$ cat src/inc/line_ctrl_pkg.sv
package line_ctrl_pkg;
  localparam int          ADDR_W         = 8;
  localparam int          DATA_W         = 8;
  localparam logic [7:0]  OFS_LOOP_MON   = 8'h14;
  localparam logic [7:0]  OFS_ES_LINE    = 8'h15;
  localparam logic [7:0]  OFS_LINE_OPT   = 8'h16;
  localparam logic [7:0]  RESET_VAL      = 8'h00;
  localparam logic [7:0]  UNMAPPED_VAL   = 8'h00;
  localparam int          BIT_LOCAL_LOOP = 6;
  localparam int          BIT_LI_RESET   = 7;
  localparam int          BIT_ES_ALIGN   = 6;
  localparam int          BIT_ES_RESET   = 5;
  localparam int          CHAN_MSB       = 4;
  localparam int          CHAN_LSB       = 0;
  localparam int          BIT_OPEN_DRAIN = 7;
  localparam int          BIT_DISCONNECT = 6;
  localparam int          BIT_SYNC_MODE  = 5;
  localparam int          BIT_TERM_SEL   = 4;
  localparam int          TX_PRBS_HI     = 3;
  localparam int          TX_PRBS_LO     = 2;
  localparam int          RX_PRBS_HI     = 1;
  localparam int          RX_PRBS_LO     = 0;
  localparam int          CMD_N          = 3;
  localparam int          CMD_LI         = 0;
  localparam int          CMD_ALIGN      = 1;
  localparam int          CMD_ES_RST     = 2;
  localparam int          FRAME_BITS     = 256;
  localparam int          SEP_W          = 9;
  localparam logic [8:0]  HALF_FRAME     = 9'h080;
endpackage : line_ctrl_pkg

$ cat src/inc/cmd_edge_if.sv
interface cmd_edge_if #(parameter int N = 3);
  logic [N-1:0] level;
  logic [N-1:0] pulse;
  modport src (output level, input pulse);
  modport det (input level, output pulse);
endinterface : cmd_edge_if

$ cat src/rtl/cmd_edge_detect.sv
module cmd_edge_detect #(
  parameter int N = 3
) (
  input wire logic clk_sys,
  input wire logic rst,
  cmd_edge_if.det  cmd
);
  logic [N-1:0] prev_reg;
  logic [N-1:0] pulse_reg;

  initial begin
    if (N < 1) $error("cmd_edge_detect needs at least one command");
  end

  // Rising edge only; holding the bit high never re-fires
  always_ff @(posedge clk_sys) begin
    if (rst) begin
      prev_reg  <= '0;
      pulse_reg <= '0;
    end else begin
      prev_reg  <= cmd.level;
      pulse_reg <= cmd.level & ~prev_reg;
    end
  end

  assign cmd.pulse = pulse_reg;
endmodule : cmd_edge_detect

$ cat src/rtl/e1_loopback_elastic_prbs_control.sv
// Notes on behaviour
// - Local loopback leaves the outgoing line data unchanged.
// - Local loopback replaces received line data with the transmitted data.
// - Looped data enters the receive path through the jitter attenuator.
// - Rising line reset bit fires one clock recovery and attenuator reset.
// - Rising align bit forces elastic pointers apart by half a frame.
// - Align does nothing when separation is already half a frame or more.
// - An executed align disrupts receive data through the elastic store.
// - Rising elastic reset bit sets depth to one frame, losing data.
// - Bits 4..0 pick the receive channel shown by the monitor, bit 4 MSB.
// - Line option bit 7 selects normal or open-drain line driver.
// - Line option bit 6 sends unframed 1010 instead of normal data.
// - Line option bit 5 sets receiver for E1 or sync signal only.
// - Line option bit 4 selects 120 ohm external or 75 ohm termination.
// - Line option bits 3..2 hold transmit PRBS mode, bit 3 upper.
// - Line option bits 1..0 hold receive PRBS mode, bit 1 upper.
// - Local loopback enable is bit 6 of register at offset 14 hex.
module e1_loopback_elastic_prbs_control (
  input  wire logic                              clk_sys,
  input  wire logic                              rst,
  input  wire logic [line_ctrl_pkg::ADDR_W-1:0]  host_addr,
  input  wire logic [line_ctrl_pkg::DATA_W-1:0]  host_wdata,
  input  wire logic                              host_wr,
  input  wire logic                              host_rd,
  output logic      [line_ctrl_pkg::DATA_W-1:0]  host_rdata,
  input  wire logic                              tx_bit_en,
  input  wire logic                              tx_data_pos,
  input  wire logic                              tx_data_neg,
  input  wire logic                              rx_line_pos,
  input  wire logic                              rx_line_neg,
  input  wire logic [line_ctrl_pkg::SEP_W-1:0]   es_separation,
  output logic                                   tx_line_pos,
  output logic                                   tx_line_neg,
  output logic                                   tx_line_oe,
  output logic                                   ja_in_pos,
  output logic                                   ja_in_neg,
  output logic                                   li_reset_pulse,
  output logic                                   es_align_pulse,
  output logic                                   es_data_disrupt,
  output logic                                   es_depth_reset_pulse,
  output logic      [4:0]                        rx_chan_sel,
  output logic                                   driver_open_drain_sel,
  output logic                                   sync_signal_rx_mode,
  output logic                                   rx_termination_sel,
  output logic      [1:0]                        tx_prbs_mode,
  output logic      [1:0]                        rx_prbs_mode
);
  import line_ctrl_pkg::*;

  logic [DATA_W-1:0] loopback_monitor_control_reg;
  logic [DATA_W-1:0] elastic_store_line_reset_control_reg;
  logic [DATA_W-1:0] line_option_prbs_control_reg;
  logic [DATA_W-1:0] host_rdata_reg;
  logic [2:0]        rx_pos_sync_reg;
  logic [2:0]        rx_neg_sync_reg;
  logic              rx_pos_reg;
  logic              rx_neg_reg;
  logic              tx_pos_reg;
  logic              tx_neg_reg;
  logic              tx_oe_reg;
  logic              ja_pos_reg;
  logic              ja_neg_reg;
  logic              pattern_mark_reg;
  logic              pattern_pol_reg;
  logic              li_reset_reg;
  logic              es_align_reg;
  logic              es_disrupt_reg;
  logic              es_depth_reset_reg;
  logic              tx_pos_next;
  logic              tx_neg_next;
  logic              local_loop_enable;
  logic              disconnect_pattern_enable;

  cmd_edge_if #(.N(CMD_N)) cmd ();

  function automatic logic reg_hit(input logic [ADDR_W-1:0] a, input logic [ADDR_W-1:0] ofs);
    reg_hit = (a == ofs);
  endfunction : reg_hit

  // Host writes; every bit stores as written
  always_ff @(posedge clk_sys) begin
    if (rst) begin
      loopback_monitor_control_reg         <= RESET_VAL;
      elastic_store_line_reset_control_reg <= RESET_VAL;
      line_option_prbs_control_reg         <= RESET_VAL;
    end else if (host_wr) begin
      if (reg_hit(host_addr, OFS_LOOP_MON)) begin
        loopback_monitor_control_reg <= host_wdata;
      end
      if (reg_hit(host_addr, OFS_ES_LINE)) begin
        elastic_store_line_reset_control_reg <= host_wdata;
      end
      if (reg_hit(host_addr, OFS_LINE_OPT)) begin
        line_option_prbs_control_reg <= host_wdata;
      end
    end
  end

  // Read data lands one cycle after the strobe; unmapped reads give zero
  always_ff @(posedge clk_sys) begin
    if (rst) begin
      host_rdata_reg <= UNMAPPED_VAL;
    end else if (host_rd) begin
      if (reg_hit(host_addr, OFS_LOOP_MON)) begin
        host_rdata_reg <= loopback_monitor_control_reg;
      end else if (reg_hit(host_addr, OFS_ES_LINE)) begin
        host_rdata_reg <= elastic_store_line_reset_control_reg;
      end else if (reg_hit(host_addr, OFS_LINE_OPT)) begin
        host_rdata_reg <= line_option_prbs_control_reg;
      end else begin
        host_rdata_reg <= UNMAPPED_VAL;
      end
    end
  end

  assign local_loop_enable         = loopback_monitor_control_reg[BIT_LOCAL_LOOP];
  assign disconnect_pattern_enable = line_option_prbs_control_reg[BIT_DISCONNECT];

  // Command bits go through the shared edge detector; one driver for the whole vector
  assign cmd.level = {elastic_store_line_reset_control_reg[BIT_ES_RESET],
                      elastic_store_line_reset_control_reg[BIT_ES_ALIGN],
                      elastic_store_line_reset_control_reg[BIT_LI_RESET]};

  cmd_edge_detect #(.N(CMD_N)) u_edge (
    .clk_sys (clk_sys),
    .rst     (rst),
    .cmd     (cmd)
  );

  // Align is gated by the live pointer separation; a larger gap is left alone
  always_ff @(posedge clk_sys) begin
    if (rst) begin
      li_reset_reg       <= 1'b0;
      es_align_reg       <= 1'b0;
      es_disrupt_reg     <= 1'b0;
      es_depth_reset_reg <= 1'b0;
    end else begin
      li_reset_reg       <= cmd.pulse[CMD_LI];
      es_align_reg       <= cmd.pulse[CMD_ALIGN] && (es_separation < HALF_FRAME);
      es_disrupt_reg     <= (cmd.pulse[CMD_ALIGN] && (es_separation < HALF_FRAME))
                            || cmd.pulse[CMD_ES_RST];
      es_depth_reset_reg <= cmd.pulse[CMD_ES_RST];
    end
  end

  // Line pins are asynchronous; a change counts once stages two and three agree
  always_ff @(posedge clk_sys) begin
    if (rst) begin
      rx_pos_sync_reg <= '0;
      rx_neg_sync_reg <= '0;
      rx_pos_reg      <= 1'b0;
      rx_neg_reg      <= 1'b0;
    end else begin
      rx_pos_sync_reg <= {rx_pos_sync_reg[1:0], rx_line_pos};
      rx_neg_sync_reg <= {rx_neg_sync_reg[1:0], rx_line_neg};
      if (rx_pos_sync_reg[2] == rx_pos_sync_reg[1]) begin
        rx_pos_reg <= rx_pos_sync_reg[2];
      end
      if (rx_neg_sync_reg[2] == rx_neg_sync_reg[1]) begin
        rx_neg_reg <= rx_neg_sync_reg[2];
      end
    end
  end

  // Unframed 1010 as alternating marks, advanced once per line bit
  always_ff @(posedge clk_sys) begin
    if (rst) begin
      pattern_mark_reg <= 1'b0;
      pattern_pol_reg  <= 1'b0;
    end else if (tx_bit_en) begin
      pattern_mark_reg <= ~pattern_mark_reg;
      if (pattern_mark_reg) begin
        pattern_pol_reg <= ~pattern_pol_reg;
      end
    end
  end

  always_comb begin
    if (disconnect_pattern_enable) begin
      tx_pos_next = pattern_mark_reg & ~pattern_pol_reg;
      tx_neg_next = pattern_mark_reg & pattern_pol_reg;
    end else begin
      tx_pos_next = tx_data_pos;
      tx_neg_next = tx_data_neg;
    end
  end

  // Open drain only drives while a pulse is out; loopback never touches the transmitter
  always_ff @(posedge clk_sys) begin
    if (rst) begin
      tx_pos_reg <= 1'b0;
      tx_neg_reg <= 1'b0;
      tx_oe_reg  <= 1'b0;
    end else begin
      tx_pos_reg <= tx_pos_next;
      tx_neg_reg <= tx_neg_next;
      tx_oe_reg  <= line_option_prbs_control_reg[BIT_OPEN_DRAIN]
                    ? (tx_pos_next | tx_neg_next) : 1'b1;
    end
  end

  // Receive feed to the jitter attenuator takes the transmit stream in loopback
  always_ff @(posedge clk_sys) begin
    if (rst) begin
      ja_pos_reg <= 1'b0;
      ja_neg_reg <= 1'b0;
    end else if (local_loop_enable) begin
      ja_pos_reg <= tx_pos_next;
      ja_neg_reg <= tx_neg_next;
    end else begin
      ja_pos_reg <= rx_pos_reg;
      ja_neg_reg <= rx_neg_reg;
    end
  end

  assign host_rdata            = host_rdata_reg;
  assign tx_line_pos           = tx_pos_reg;
  assign tx_line_neg           = tx_neg_reg;
  assign tx_line_oe            = tx_oe_reg;
  assign ja_in_pos             = ja_pos_reg;
  assign ja_in_neg             = ja_neg_reg;
  assign li_reset_pulse        = li_reset_reg;
  assign es_align_pulse        = es_align_reg;
  assign es_data_disrupt       = es_disrupt_reg;
  assign es_depth_reset_pulse  = es_depth_reset_reg;
  assign rx_chan_sel           = elastic_store_line_reset_control_reg[CHAN_MSB:CHAN_LSB];
  assign driver_open_drain_sel = line_option_prbs_control_reg[BIT_OPEN_DRAIN];
  assign sync_signal_rx_mode   = line_option_prbs_control_reg[BIT_SYNC_MODE];
  assign rx_termination_sel    = line_option_prbs_control_reg[BIT_TERM_SEL];
  assign tx_prbs_mode          = line_option_prbs_control_reg[TX_PRBS_HI:TX_PRBS_LO];
  assign rx_prbs_mode          = line_option_prbs_control_reg[RX_PRBS_HI:RX_PRBS_LO];
endmodule : e1_loopback_elastic_prbs_control

$ cat config.mk
export PLATFORM = sky130hd
export DESIGN_NAME = e1_loopback_elastic_prbs_control
export DESIGN_NICKNAME = d
export VERILOG_FILES = /design/src/inc/line_ctrl_pkg.sv /design/src/inc/cmd_edge_if.sv /design/src/rtl/cmd_edge_detect.sv /design/src/rtl/e1_loopback_elastic_prbs_control.sv
export SDC_FILE = /design/constraint.sdc
export NUM_CORES = 1
export LEC_CHECK = 0
export BUFFER_PORTS_ARGS = -buffer_cell sky130_fd_sc_hd__buf_4
export CAP_MARGIN = 10
export CORE_UTILIZATION = 40
export CTS_CLUSTER_DIAMETER = 100
export DETAILED_ROUTE_END_ITERATION = 10
export PLACE_DENSITY = 0.71
export SETUP_SLACK_MARGIN = 0.3
export SYNTH_ARGS = -nofsm -noshare
export SYNTH_HDL_FRONTEND = slang
export SYNTH_SLANG_ARGS = --single-unit
$ cat constraint.sdc
create_clock -name clk_sys -period 3.2 [get_ports clk_sys]
set_clock_uncertainty 0.05 [all_clocks]
set_input_delay 0.16 -clock clk_sys [delete_from_list [all_inputs] [get_ports clk_sys]]
set_output_delay 0.16 -clock clk_sys [all_outputs]
set_load 0.01 [all_outputs]
==> run metrics <==
status finished, final reports clean; largest cells by area after synthesis dfxtp_1 48%, nand2b_1 11%, mux2i_1 10%; post-detail-place hpwl 3100 um; clock root buffer master clkbuf_8; core area 5610 um^2; CP Launch Type primary input; routed vias 1690; multi-input logic area 1080 um^2; met1 Track Usage GR 0.224; Mean Syn Cell Area 10.3 um^2; Rows 27; GP Congestion 0.710; CTS tree yes; # port buffers 55; Yosys warnings 0; met2 usage 0.254; Peak Freq 650 MHz; Cell Pwr Density 472 nW/um^2; max-slew violation count 0; CP required 3.42 ns; CTS Buf Count 9; drt first pass iters 4; Util after Layout 0.531; Post-Syn Instances 231; Fin. Hold Viols 0; initial core utilization 0.424; vias per std cell 4.72; P_leak 1.33 nW; FF/Latch Area 1140 um^2; Synthesized Nets 265; Area Overhead vs Synth 25.2%; Synth cell types 32; initial antenna violation count 0; Worst path max stage delay 0.60 ns; CP most frequent cell dlygate4sd3_1; Critical Path AT 1.76 ns; H-tree depth 3; Worst-path clk slew 0.06 ns; # fillers 537; Tcrit/Tclk final 0.481; Hold Path Class in -> reg; post-layout minimum cycle time 1.54 ns; WL/cell 13.4 um; DIE WIDTH 79.1 um; Diodes inserted 0; largest vdd supply drop 207 uV; Worst-Skew Late Latency 0.33 ns; largest net degree at the start of global routing 60; GRT Total Usage 0.172; routed wire length 4820 um; Setup TNS Final 0 ns; layout cells sized above 1 0.294; Seq/Total Area, Yosys 0.480; Post-CTS Setup Repair Bufs 0; Crit Path Category in -> reg; Bufs on Longest Clock Path 2; worst path cell trace dlygate4sd3_1, buf_4, nor4b_1, dlygate4sd3_1; global-route track usage on met3 0.0678; vias in the first global route 1638; Setup-failing EPs final 0; Initial DRC Count 101; grt total ovfl 0; WP buf/inv 3; busiest grt layer met2; RSZ-0062 raised after global routing no; post-synthesis cell area 2380 um^2; dominant cell type by area after synthesis dfxtp_1; crit-path max FO 2; Sink Count 57; slew margin rel. 0.556; Detail Route Antenna Nets 0; crit path capture type register; Die Y 79.1 um; max cap viols 0; post-synth top area share 0.480; Remaining DRCs 0; IO Pins 63; worst-margin pin slew 0.664 ns; final-stage net count 315; global-route wire length before repair 7960 um; Seq cells post-synth 57; delay-heaviest family, CP buffers and inverters; Die Area 6250 um^2; slowest CP cell dlygate4sd3_1
==> cells in the mapped netlist <==
cell type,number
or3b_2,8
o21ai_0,2
xnor2_1,1
nor2b_1,19
o41ai_1,8
buf_1,1
inv_1,11
a31oi_1,1
nand2_1,3
a22o_1,8
dfxtp_1,57
buf_6,1
nor4b_4,1
a211oi_1,2
nor4b_1,1
buf_4,9
xor2_1,1
a21oi_1,4
nor4b_2,1
and3_1,1
nand2_4,1
nand4_2,1
and4_1,1
and4_2,1
buf_2,1
nand4_4,1
clkbuf_1,8
nand2b_1,41
mux2i_1,24
or2_2,1
nor2_1,10
and3b_1,1
==> final timing paths <==
path | from | endpoint | slack, ns | depth (start not counted)
worst min-delay path | tx_bit_en | pattern_mark_reg$_SDFFE_PP0P_ | 0.03 | 3
worst max-delay path | es_separation[8] | es_align_pulse$_SDFF_PP0_ | 1.66 | 4
worst max register to register | u_edge.cmd.pulse[1]$_SDFF_PP0_ | es_align_pulse$_SDFF_PP0_ | 1.93 | 2
worst min register to register | u_edge.prev_reg[1]$_SDFF_PP0_ | u_edge.cmd.pulse[1]$_SDFF_PP0_ | 0.33 | 1
==> metrics by stage <==
stage               total power, W  instance area, um^2  worst slack, ns  hold WS, ns  instances
finish                     0.00141                 2980             1.66       0.0332        358
detailed placement        0.000827                 2760             1.37        0.291        338
global placement          0.000826                 2760             1.42        0.288        338
CTS                        0.00142                 2980             1.66       0.0237        358
floorplan                 0.000785                 2380             1.90        0.195        231
global route               0.00146                 2980             1.60       0.0478        358
==> placed cells by master, fill, tap and decap left out <==
master and n:
buf_4 55, nand4_4 1, and3_1 1, nor2_1 10, or2_2 1, dlygate4sd3_1 4, clkbuf_1 2, clkbuf_8 11
a21oi_1 4, xor2_1 1, a22o_1 8, nand4_2 1, nand2b_1 41, o21ai_0 2, and3b_1 1, clkinv_2 3
xnor2_1 1, o41ai_1 8, mux2i_1 24, nand2_1 3, nor4b_4 1, and4_1 1, dfxtp_1 57, a211oi_1 2
and4_2 1, inv_1 11, nor2b_1 19, nor4b_2 1, nor4b_1 1, nand2_4 1, or3b_2 8, a31oi_1 1
==> cell type report <==
class	count	area share
well taps	72	0.0303
clock buffers	13	0.0534
flip-flops and latches	57	0.384
inverters	11	0.0139
multi-input cells	143	0.362
repair buffers	59	0.152
clock inverters	3	0.00505
==> worst reg2reg max path, stage by stage (launching register included) <==
cell           delay [ns]
dfxtp_1              0.30
nor4b_1              0.27
dlygate4sd3_1        0.60
==> cells by family after synthesis <==
kind of cell    count (synthesis)  share of synthesized area
compound gates                 25                     0.0806
buf+inv                        31                     0.0669
flops                          57                      0.480
xor+xnor                        2                    0.00737
mux                            24                      0.101
simple gates                   92                      0.264
==> power by group <==
part	internal (W)	switching [W]	total (W)
registers	0.000718	0.00000388	0.000722
logic	0.0000487	0.0000424	0.0000911
clock network	0.000320	0.000273	0.000592
total	0.00109	0.000319	0.00141
==> timing repair <==
action	CTS	global route
hold buffers	4	0
setup endpoints to repair	0	0
hold endpoints to repair	3	0
resized for setup	0	0
==> routing by layer <==
layer  up-vias  share of wire  routed length [um]
li1        878              -                   -
met5         -              0                   0
met3         4          0.063                 303
met1       761           0.46                2230
met2        47           0.46                2220
met4         0          0.013                  61
(Power assumes the default switching activity.)
